## src/smbs_pkg.sv

```systemverilog
// Constants and types for the mode register and burst sequencer
package smbs_pkg;
  localparam int COL_W = 8;
  localparam int MODE_W = 12;
  localparam int BL_LSB = 0;
  localparam int BL_W = 3;
  localparam int ORDER_BIT = 3;
  localparam int LAT_LSB = 4;
  localparam int LAT_W = 3;
  localparam int TEST_LSB = 7;
  localparam int TEST_W = 2;
  localparam int WBURST_BIT = 9;
  localparam logic [MODE_W-1:0] MODE_RESET = 12'h000;
  localparam logic [2:0] BL_1 = 3'h0;
  localparam logic [2:0] BL_2 = 3'h1;
  localparam logic [2:0] BL_4 = 3'h2;
  localparam logic [2:0] BL_8 = 3'h3;
  localparam logic [2:0] BL_PAGE = 3'h7;
  localparam logic [2:0] LAT_2 = 3'h2;
  localparam logic [2:0] LAT_3 = 3'h3;
  localparam int CLK_PERIOD_NS = 50;
  localparam int MODE_LOAD_NS = 100;
  localparam int MODE_LOAD_CYC = (MODE_LOAD_NS + CLK_PERIOD_NS - 1) / CLK_PERIOD_NS;
  typedef enum logic [2:0] {SMBS_CMD_NOP, SMBS_CMD_MODE, SMBS_CMD_READ, SMBS_CMD_WRITE,
    SMBS_CMD_STOP, SMBS_CMD_OTHER} smbs_cmd_t;
endpackage

```

## src/smbs_col_if.sv

```systemverilog
// Column-step signals between the sequencer and its address generator
`timescale 1ns/1ns
`default_nettype none
interface smbs_col_if;
  import smbs_pkg::*;
  logic [COL_W-1:0] start_col;
  logic [7:0] beat;
  logic [2:0] blen_code;
  logic interleave;
  logic [COL_W-1:0] col;
  modport seq (output start_col, output beat, output blen_code, output interleave, input col);
  modport gen (input start_col, input beat, input blen_code, input interleave, output col);
endinterface
`default_nettype wire

```

## src/smbs_col_gen.sv

```systemverilog
// Burst column address generator
`timescale 1ns/1ns
`default_nettype none
module smbs_col_gen
  import smbs_pkg::*;
(
  smbs_col_if.gen cif // Start column and beat in, column out
);
  wire [COL_W-1:0] beat_c = cif.beat[COL_W-1:0];
  wire [COL_W-1:0] low_mask = (cif.blen_code == BL_2) ? 8'h01 :
                              (cif.blen_code == BL_4) ? 8'h03 :
                              (cif.blen_code == BL_8) ? 8'h07 :
                              (cif.blen_code == BL_PAGE) ? 8'hff : 8'h00;
  // Sequential: add within an aligned block; full page wraps 255 to 0
  wire [COL_W-1:0] seq_col = (cif.start_col & ~low_mask) |
                             ((cif.start_col + beat_c) & low_mask);
  wire [COL_W-1:0] ilv_col = (cif.start_col & ~low_mask) |
                             ((cif.start_col ^ beat_c) & low_mask);
  // Interleave with lengths other than 4 and 8 falls back to sequential
  wire ilv_ok = cif.interleave && (cif.blen_code == BL_4 || cif.blen_code == BL_8);
  assign cif.col = ilv_ok ? ilv_col : seq_col;
endmodule
`default_nettype wire

```

## src/smbs_top.sv

```systemverilog
// Mode register and burst column sequencer of a two-bank SDRAM
`timescale 1ns/1ns
`default_nettype none
module smbs_top
  import smbs_pkg::*;
(
  input wire logic clk_sys_i, // Device clock
  input wire logic rstn_i, // Async reset, active low
  input wire logic cs_n_i, // Chip select, active low
  input wire logic ras_n_i, // Row strobe, active low
  input wire logic cas_n_i, // Column strobe, active low
  input wire logic we_n_i, // Write enable, active low
  input wire logic [11:0] addr_i, // Address pins
  output logic [MODE_W-1:0] mode_o, // Stored mode register
  output logic [2:0] latency_o, // Read latency in clocks
  output logic nop_o, // No-operation registered this cycle
  output logic mode_busy_o, // Mode load still completing
  output logic burst_active_o, // Burst in progress
  output logic burst_write_o, // Burst is a write
  output logic [COL_W-1:0] col_o // Column of current beat
);
  smbs_col_if cif ();
  logic [MODE_W-1:0] burst_mode_config;
  logic [COL_W-1:0] start_col;
  logic [7:0] beat;
  logic active;
  logic is_write;
  logic [1:0] load_cnt;
  logic [COL_W-1:0] col_q;
  logic nop_q;

  wire selected = !cs_n_i;
  wire cmd_nop = selected && ras_n_i && cas_n_i && we_n_i;
  wire cmd_mode = selected && !ras_n_i && !cas_n_i && !we_n_i;
  wire cmd_rw = selected && ras_n_i && !cas_n_i;
  wire cmd_stop = selected && ras_n_i && cas_n_i && !we_n_i;
  wire [2:0] blen_code = burst_mode_config[BL_LSB +: BL_W];
  wire wr_single = burst_mode_config[WBURST_BIT];
  wire is_page = (blen_code == BL_PAGE);
  wire [7:0] blen_last = (blen_code == BL_2) ? 8'h01 :
                         (blen_code == BL_4) ? 8'h03 :
                         (blen_code == BL_8) ? 8'h07 : 8'h00;
  // Single-write mode collapses write bursts other than full page to one beat
  wire [7:0] last_beat = (is_write && wr_single) ? 8'h00 : blen_last;
  wire burst_done = active && !is_page && (beat == last_beat);
  // Burst-stop ends any burst; full page otherwise never ends
  wire next_active = cmd_rw ? 1'b1 : (cmd_stop || burst_done) ? 1'b0 : active;
  wire [7:0] next_beat = cmd_rw ? 8'h00 : (active ? beat + 8'h01 : beat);

  assign cif.start_col = cmd_rw ? addr_i[COL_W-1:0] : start_col;
  assign cif.beat = cmd_rw ? 8'h00 : next_beat;
  assign cif.blen_code = blen_code;
  assign cif.interleave = burst_mode_config[ORDER_BIT];

  smbs_col_gen u_col_gen (
    .cif(cif)
  );

  // Two-bit load counter bounds the completion window
  if (MODE_LOAD_CYC < 1 || MODE_LOAD_CYC > 3)
  begin : g_load_cnt_chk
    $error("mode load window does not fit the load counter");
  end

  always_ff @(posedge clk_sys_i or negedge rstn_i)
  begin
    if (!rstn_i)
      burst_mode_config <= MODE_RESET;
    else if (cmd_mode)
      burst_mode_config <= {addr_i[11], 1'b0, addr_i[9:0]};
  end

  always_ff @(posedge clk_sys_i or negedge rstn_i)
  begin
    if (!rstn_i)
      load_cnt <= 2'h0;
    else if (cmd_mode)
      load_cnt <= 2'(MODE_LOAD_CYC);
    else if (load_cnt != 2'h0)
      load_cnt <= load_cnt - 2'h1;
  end

  always_ff @(posedge clk_sys_i or negedge rstn_i)
  begin
    if (!rstn_i)
    begin
      active <= 1'b0;
      beat <= 8'h00;
      start_col <= 8'h00;
      is_write <= 1'b0;
      col_q <= 8'h00;
      nop_q <= 1'b0;
    end
    else
    begin
      active <= next_active;
      beat <= next_beat;
      if (cmd_rw)
      begin
        start_col <= addr_i[COL_W-1:0];
        is_write <= !we_n_i;
      end
      if (cmd_rw || (active && next_active))
        col_q <= cif.col;
      nop_q <= cmd_nop;
    end
  end

  // Reserved latency codes are not decoded; read path sees the raw field
  assign latency_o = burst_mode_config[LAT_LSB +: LAT_W];
  assign mode_o = burst_mode_config;
  assign nop_o = nop_q;
  assign mode_busy_o = (load_cnt != 2'h0);
  assign burst_active_o = active;
  assign burst_write_o = is_write;
  assign col_o = col_q;
endmodule
`default_nettype wire

```

## config.mk

```make
export PLATFORM = sky130hd
export DESIGN_NAME = smbs_top
export DESIGN_NICKNAME = d
export VERILOG_FILES = /design/src/smbs_pkg.sv /design/src/smbs_col_if.sv /design/src/smbs_col_gen.sv /design/src/smbs_top.sv
export SDC_FILE = /design/constraint.sdc
export NUM_CORES = 1
export LEC_CHECK = 0
export BUFFER_PORTS_ARGS = -buffer_cell sky130_fd_sc_hd__buf_2
export CAP_MARGIN = 20
export CORE_ASPECT_RATIO = 0.8
export CORE_MARGIN = 2
export CORE_UTILIZATION = 50
export CTS_BUF_LIST = sky130_fd_sc_hd__clkbuf_2 sky130_fd_sc_hd__clkbuf_4 sky130_fd_sc_hd__clkbuf_8
export CTS_CLUSTER_SIZE = 12
export DETAILED_ROUTE_END_ITERATION = 8
export PLACE_DENSITY = 0.74
export RECOVER_POWER = 25
export SYNTH_ARGS = -nofsm -noshare
export SYNTH_HDL_FRONTEND = slang
export SYNTH_SLANG_ARGS = --single-unit
export TNS_END_PERCENT = 100
```

## constraint.sdc

```tcl
create_clock -name clk_sys_i -period 6.9 [get_ports clk_sys_i]
set_clock_uncertainty 0.2 [all_clocks]
set_input_delay 0.345 -clock clk_sys_i [delete_from_list [all_inputs] [get_ports clk_sys_i]]
set_output_delay 0.345 -clock clk_sys_i [all_outputs]
set_load 0.005 [all_outputs]
```

=== Word-level counts from Yosys, hierarchy flattened ===
Cells that the tools add are included.

* Add/sub/neg operators: 3
* Equal/unequal tests: 5
* Muxes and demuxes: 17
* Bitwise operators: 7
* Reduce and logical (&&, ||, !) cells: 23

{| class="wikitable"
|+ Operators by type and width
! kind !! number
|-
| 2-to-1 mux 8 bit || 9
|-
| bitwise AND 8 bit || 3
|-
| OR 8 bit || 2
|-
| logical AND 1 bit || 13
|-
| 2-to-1 mux 3 bit || 4
|-
| adder 8 x 1 -> 8 bit, second input constant || 1
|-
| adder 8 bit || 1
|-
| equality test 8 x 3 -> 1 bit || 1
|-
| NOT 8 bit || 1
|-
| XOR 8 bit || 1
|-
| equality test 3 x 2 -> 1 bit, second input constant || 2
|-
| zero test 1 bit || 5
|-
| 2-to-1 mux 2 bit || 2
|-
| nonzero test 2 bit || 2
|-
| equality test 3 x 1 -> 1 bit, second input constant || 1
|-
| equality test 3 bit, second input constant || 1
|-
| logical OR 1 bit || 3
|-
| 2-to-1 mux 1 bit || 2
|-
| subtractor 2 x 1 -> 2 bit, second input constant || 1
|}

* Register bits: 40
* Input port bits: 18
* Output and inout port bits: 27
* Word-level logic and storage cells: 63

=== Logic depth before layout (Yosys ltp) ===
* Depth after elaboration: 12
* Gate-level depth with buffers: 12
* Depth with buffers taken out: 12

=== Modules after synthesis ===
Synthesis repeated with hierarchy kept, for this count alone.

* Cell total of the unflattened synthesis: 200
* Area, all modules: 2249.7 µm²

{| class="wikitable"
|+ Modules (own cells, without submodules)
! module !! instances !! cells each !! area each (µm²) !! sequential area each (µm²)
|-
| smbs_top || 1 || 133 || 1775.5 || 1001.0
|-
| smbs_col_gen || 1 || 67 || 474.2 || 0.0
|}

=== Worst setup path before layout ===
No wires, ideal clock.

* Path kind: in2reg
* Start point: input port cs_n_i
* End point: register col_q[7] (netlist: col_o[7])
* Library setup time: 0.125 ns
* Arrival: 2.880 ns
* Data required time: 6.575 ns
* Path slack: 3.695 ns
* Cell stages on the path: 11
* Buffers on the path: 1
* Cell sequence: or3b_2 clkbuf_1 mux2i_1 inv_1 ha_1 a21oi_1 o211ai_1 o41ai_1 mux2i_1 xnor2_1 mux2_2

* Elaborated cells on any way between the ends: 21
* Those cells by class: 1 x add/sub; 6 x mux; 6 x bitwise; 8 x reduce/logical

{| class="wikitable"
|+ RTL lines
! what !! RTL line !! RTL
|-
| from (decl) || smbs_top.sv:9 || <nowiki>input wire logic cs_n_i,</nowiki>
|-
| zero test 1 bit || smbs_top.sv:32 || <nowiki>wire selected = !cs_n_i;</nowiki>
|-
| logical AND 1 bit (2 in a row) || smbs_top.sv:35 || <nowiki>wire cmd_rw = selected && ras_n_i && !cas_n_i;</nowiki>
|-
| 2-to-1 mux 8 bit || - ||
|-
| via cif.start_col[1] || smbs_col_if.sv:6 || <nowiki>logic [COL_W-1:0] start_col;</nowiki>
|-
| adder 8 bit || smbs_col_gen.sv:16 || <nowiki>((cif.start_col + beat_c) & low_mask);</nowiki>
|-
| bitwise AND 8 bit || smbs_col_gen.sv:16 ||
|-
| OR 8 bit || smbs_col_gen.sv:15 || <nowiki>wire [COL_W-1:0] seq_col = (cif.start_col & ~low_mask) |</nowiki>
|-
| 2-to-1 mux 8 bit || smbs_col_gen.sv:21 || <nowiki>assign cif.col = ilv_ok ? ilv_col : seq_col;</nowiki>
|-
| to (signal assigned) || smbs_top.sv:104 || <nowiki>col_q <= cif.col;</nowiki>
|-
| to (decl) || smbs_top.sv:29 || <nowiki>logic [COL_W-1:0] col_q;</nowiki>
|}

The timed path passes the listed nets, and every way through them passes these cells.
A chain may end at the register's enable or synchronous reset.

=== Final worst setup path ===
Ends and elaborated chain as after synthesis.

==> results.txt <==
----------------------------------------------------
[Floorplan]
  Die footprint ... 0.00496 mm^2
  Starting density of the core ... 52.4%
  Die Width ... 78.2 um
  I/O pin count ... 45
  Core Rows ... 21
  Floorplan core area ... 0.00420 mm^2
  Vertical die dimension ... 63.4 um

[Timing]
  Actual transition at the worst max-transition pin ... 0.894 ns
  Smallest setup slack after layout ... 3.52 ns
  Tmin final ... 3.38 ns
  Final Max Tran Viols ... 0
  Final worst path period share ... 48.9%
  RSZ-0062 raised after global routing ... false
  Setup TNS ... 0 ns
  Hold Fails Final Rpt ... 0
  Tightest slew margin relative to the limit ... 39.9%
  Fmax ... 0.296 GHz
  Setup violations, final ... 0

[Clocking]
  Worst-skew pair later-pin latency ... 0.30 ns
  Number of clock sinks ... 40
  CTS HTree Levels ... 2
  Clock transition at the register clock pins on the worst setup and hold paths after CTS ... 0.07 ns
  Num CTS Buffers ... 5
  Clock tree from TritonCTS ... done
  Buffer cell driving the clock tree root ... sky130_fd_sc_hd__clkbuf_8
  Post-CTS setup buffers ... 0
  Maximum clock path buffer count ... 2

[Critical path]
  R2r worst-path depth ... 11
  Data required time of the worst path ... 6.89 ns
  Kind of critical path ... input pin to flop
  Crit path cell chain ... clkbuf_1, or3b_2, mux2i_1, inv_1, ha_1, a21oi_1, o211ai_1, o41ai_1, mux2i_1, xnor2_1, mux2_2
  Kind of end point of the critical path ... flop
  Top fanout value on the critical path ... 12
  Reg-to-reg slack, setup ... 3.69 ns
  Startpoint class of the critical path ... input pin
  Source of the worst register-to-register timing path ... beat[0]$_DFF_PN0_
  Crit-path max cell delay ... 0.65 ns
  Most common cell on crit path ... sky130_fd_sc_hd__mux2i_1
  Slowest library cell on the worst path ... sky130_fd_sc_hd__or3b_2
  Total buffers and inverters traversed by the critical path ... 2
  Kind of cell with the highest combined delay on the critical path ... multiplexers
  Endpoint of the most critical register-to-register path ... col_o[7]$_DFFE_PN0P_
  Arrival @ worst endpoint ... 3.36 ns

[Place]
  Post-placement setup slack ... 3.25 ns
  Hpwl dp ... 3170 um
  Placer's final routability congestion estimate ... 0.839
  Placed cell count ... 302
  Port-buffer cells ... 42

[Route]
  Initial DRT Pass Iterations ... 4
  Final routed wire length divided by cell count ... 14.4 um
  Post-DR vias/cell ... 5.37
  Overall via count from detail_route ... 1,670
  Post-route DRC ... 0
  Iter 0 DRT Violations ... 98
  DRT antenna net count ... 0
  DRT Wirelength ... 4470 um

[Synth]
  Top cell type's share of synthesized area ... 45.4%
  Cell type with the highest aggregate area in the netlist ... sky130_fd_sc_hd__dfrtp_1
  Yosys reg bits ... 40
  Dominant cell by count in the synthesized netlist ... sky130_fd_sc_hd__dfrtp_1
  Syn avg cell area ... 10.4 um^2
  Post-synth design cell area ... 0.00220 mm^2
  Share of synthesized registers carrying an async set or reset ... 100%
  Synth Net Count ... 241
  Number of enable flip-flop cells after synthesis ... 0
  Post-Synthesis Cells ... 213
  Seq/Total Area, Yosys ... 45.4%
  Top_reg_cell synth ... sky130_fd_sc_hd__dfrtp_1
  Most frequent cells after synthesis ... sky130_fd_sc_hd__dfrtp_1, sky130_fd_sc_hd__nand2_1, sky130_fd_sc_hd__mux2_2, sky130_fd_sc_hd__nor2_1, sky130_fd_sc_hd__xor2_1
  Largest cells by area after synthesis ... sky130_fd_sc_hd__dfrtp_1, sky130_fd_sc_hd__mux2_2, sky130_fd_sc_hd__nand2_1
  Number of library cell types mapped by synthesis ... 42
  Yosys synthesis warning count ... 0

[Power]
  Leakage ... 0.00124 uW
  VDD IR-drop max ... 0.189 mV
  Power per Cell Area ... 349 mW/mm^2
  Total power ... 885 uW

[Min path]
  Critical hold path startpoint ... addr_i[2]
  Hold-critical path endpoint ... mode_o[2]$_DFFE_PN0P_
  Hold crit path type ... input pin to flop
  Cell depth of the worst min-delay path ... 3

[Run]
  Max-cap check violation count ... 0

[Global routing]
  Grt ovf ... 0
  Vias in the first global route ... 1,631
  Largest net degree at the start of global routing ... 41
  Total global routing track utilization ... 20.7%
  Global-route wire length before repair ... 7760 um
  Initial antenna violation count ... 0

[Finish]
  Growth of design area from synthesis to finish ... 15.2%
  Count of filler cells inserted in the layout ... 379
  Number of nets at the end of the flow ... 281
  Share of cells above drive strength 1 ... 28.7%
  Post-Layout Cell Count ... 311
  Antenna diode instance count ... 0

[Run status]
  Run status ... finished clean

----------------------------------------------------
[metal layers]
metal  global-route usage, %  share of wire [%]  wire length, um
met1                    27.2                 48             2160
met5                       0                  0                0
met2                    31.7                 43             1940
met3                    4.44                6.3              281
met4                    12.1                2.0               91
[area by class of cell]
type	instances	area, um^2	share of cell area (%)
clock buffers	8	97.6	3.84
inverters	10	37.5	1.48
multi-input cells	151	1100	43.5
flip-flops and latches	40	1000	39.4
well taps	57	71.3	2.81
repair buffers	45	228	8.97
[worst register-to-register path: stages (launching register included)]
cell and delay, ns:
sky130_fd_sc_hd__dfrtp_1 0.44, sky130_fd_sc_hd__ha_1 0.30, sky130_fd_sc_hd__mux2_2 0.26, sky130_fd_sc_hd__nand2_1 0.11
sky130_fd_sc_hd__inv_1 0.08, sky130_fd_sc_hd__ha_1 0.29, sky130_fd_sc_hd__a21oi_1 0.20, sky130_fd_sc_hd__o211ai_1 0.14
sky130_fd_sc_hd__o41ai_1 0.47, sky130_fd_sc_hd__mux2i_1 0.28, sky130_fd_sc_hd__xnor2_1 0.08, sky130_fd_sc_hd__mux2_2 0.25
[cell usage in the layout, fill, tap and decap left out, types with 2 or more instances in the layout]
cell type | netlist | routed
sky130_fd_sc_hd__nand3_1 | 4 | 4
sky130_fd_sc_hd__mux2i_1 | 4 | 4
sky130_fd_sc_hd__inv_1 | 10 | 10
sky130_fd_sc_hd__xor2_1 | 11 | 11
sky130_fd_sc_hd__buf_4 | 5 | 2
sky130_fd_sc_hd__nand2_1 | 31 | 31
sky130_fd_sc_hd__clkbuf_4 | 0 | 2
sky130_fd_sc_hd__xnor2_1 | 3 | 3
sky130_fd_sc_hd__nand4_1 | 5 | 5
sky130_fd_sc_hd__ha_1 | 9 | 9
sky130_fd_sc_hd__buf_2 | 4 | 36
sky130_fd_sc_hd__nor2b_1 | 3 | 3
sky130_fd_sc_hd__mux2_2 | 19 | 19
sky130_fd_sc_hd__and3_1 | 3 | 3
sky130_fd_sc_hd__or3_1 | 3 | 3
sky130_fd_sc_hd__nor2_1 | 13 | 13
sky130_fd_sc_hd__a31oi_1 | 2 | 2
sky130_fd_sc_hd__clkbuf_8 | 0 | 6
sky130_fd_sc_hd__or3b_2 | 2 | 2
sky130_fd_sc_hd__o21ai_0 | 8 | 8
sky130_fd_sc_hd__clkbuf_1 | 3 | 6
sky130_fd_sc_hd__a21oi_1 | 9 | 9
sky130_fd_sc_hd__dfrtp_1 | 40 | 40
[registers in the layout (all words and copies together) (netlist names)]
signal	flops
nop_o	1
load_cnt	2
burst_active_o	1
mode_o	11
beat	8
start_col	8
col_o	8
burst_write_o	1
[where the power goes]
part | total [uW] | switching [uW] | internal (uW)
combinational | 359 | 179 | 179
clock | 169 | 80.0 | 89.4
sequential | 357 | 55.9 | 301
[per-stage QoR]
step / utilization, % / area (um^2) / hold WS (ns)
after floorplan: - / 2200 / -0.151
final: 60.4 / 2540 / 0.0691
after CTS: 60.6 / 2550 / 0.0563
after global placement: 58.0 / 2440 / 0.272
after global routing: 60.4 / 2540 / 0.0668
after detailed placement: 58.0 / 2440 / 0.290
[logic make-up after synthesis]
group,after synthesis,share of synthesized area (%)
and+or+nand+nor,73,17.0
other,1,0.170
xor gates and xnor gates,14,5.56
adders and majority gates,11,6.47
AOI/OAI and AO/OA,29,9.02
buffers and inverters,22,4.82
muxes,23,11.5
DFF,40,45.4
[worst max path at each step]
| stage | from | endpoint | slack [ns] | cells after the start |
|---|---|---|---|---|
| after floorplan | cs_n_i | col_o[7]$_DFFE_PN0P_ | 3.70 | 11 |
| after global placement | cs_n_i | col_o[7]$_DFFE_PN0P_ | 3.26 | 11 |
| after detailed placement | cs_n_i | col_o[7]$_DFFE_PN0P_ | 3.25 | 11 |
| after CTS | cs_n_i | col_o[7]$_DFFE_PN0P_ | 3.54 | 11 |
| after global routing | cs_n_i | col_o[7]$_DFFE_PN0P_ | 3.29 | 11 |
| final | cs_n_i | col_o[7]$_DFFE_PN0P_ | 3.52 | 11 |
[what timing repair did]
action,4_1_cts,5_1_grt
resized for setup,0,0
hold endpoints to repair,40,0
hold buffers,1,0
No activity file was read; power rests on OpenSTA's default activity.
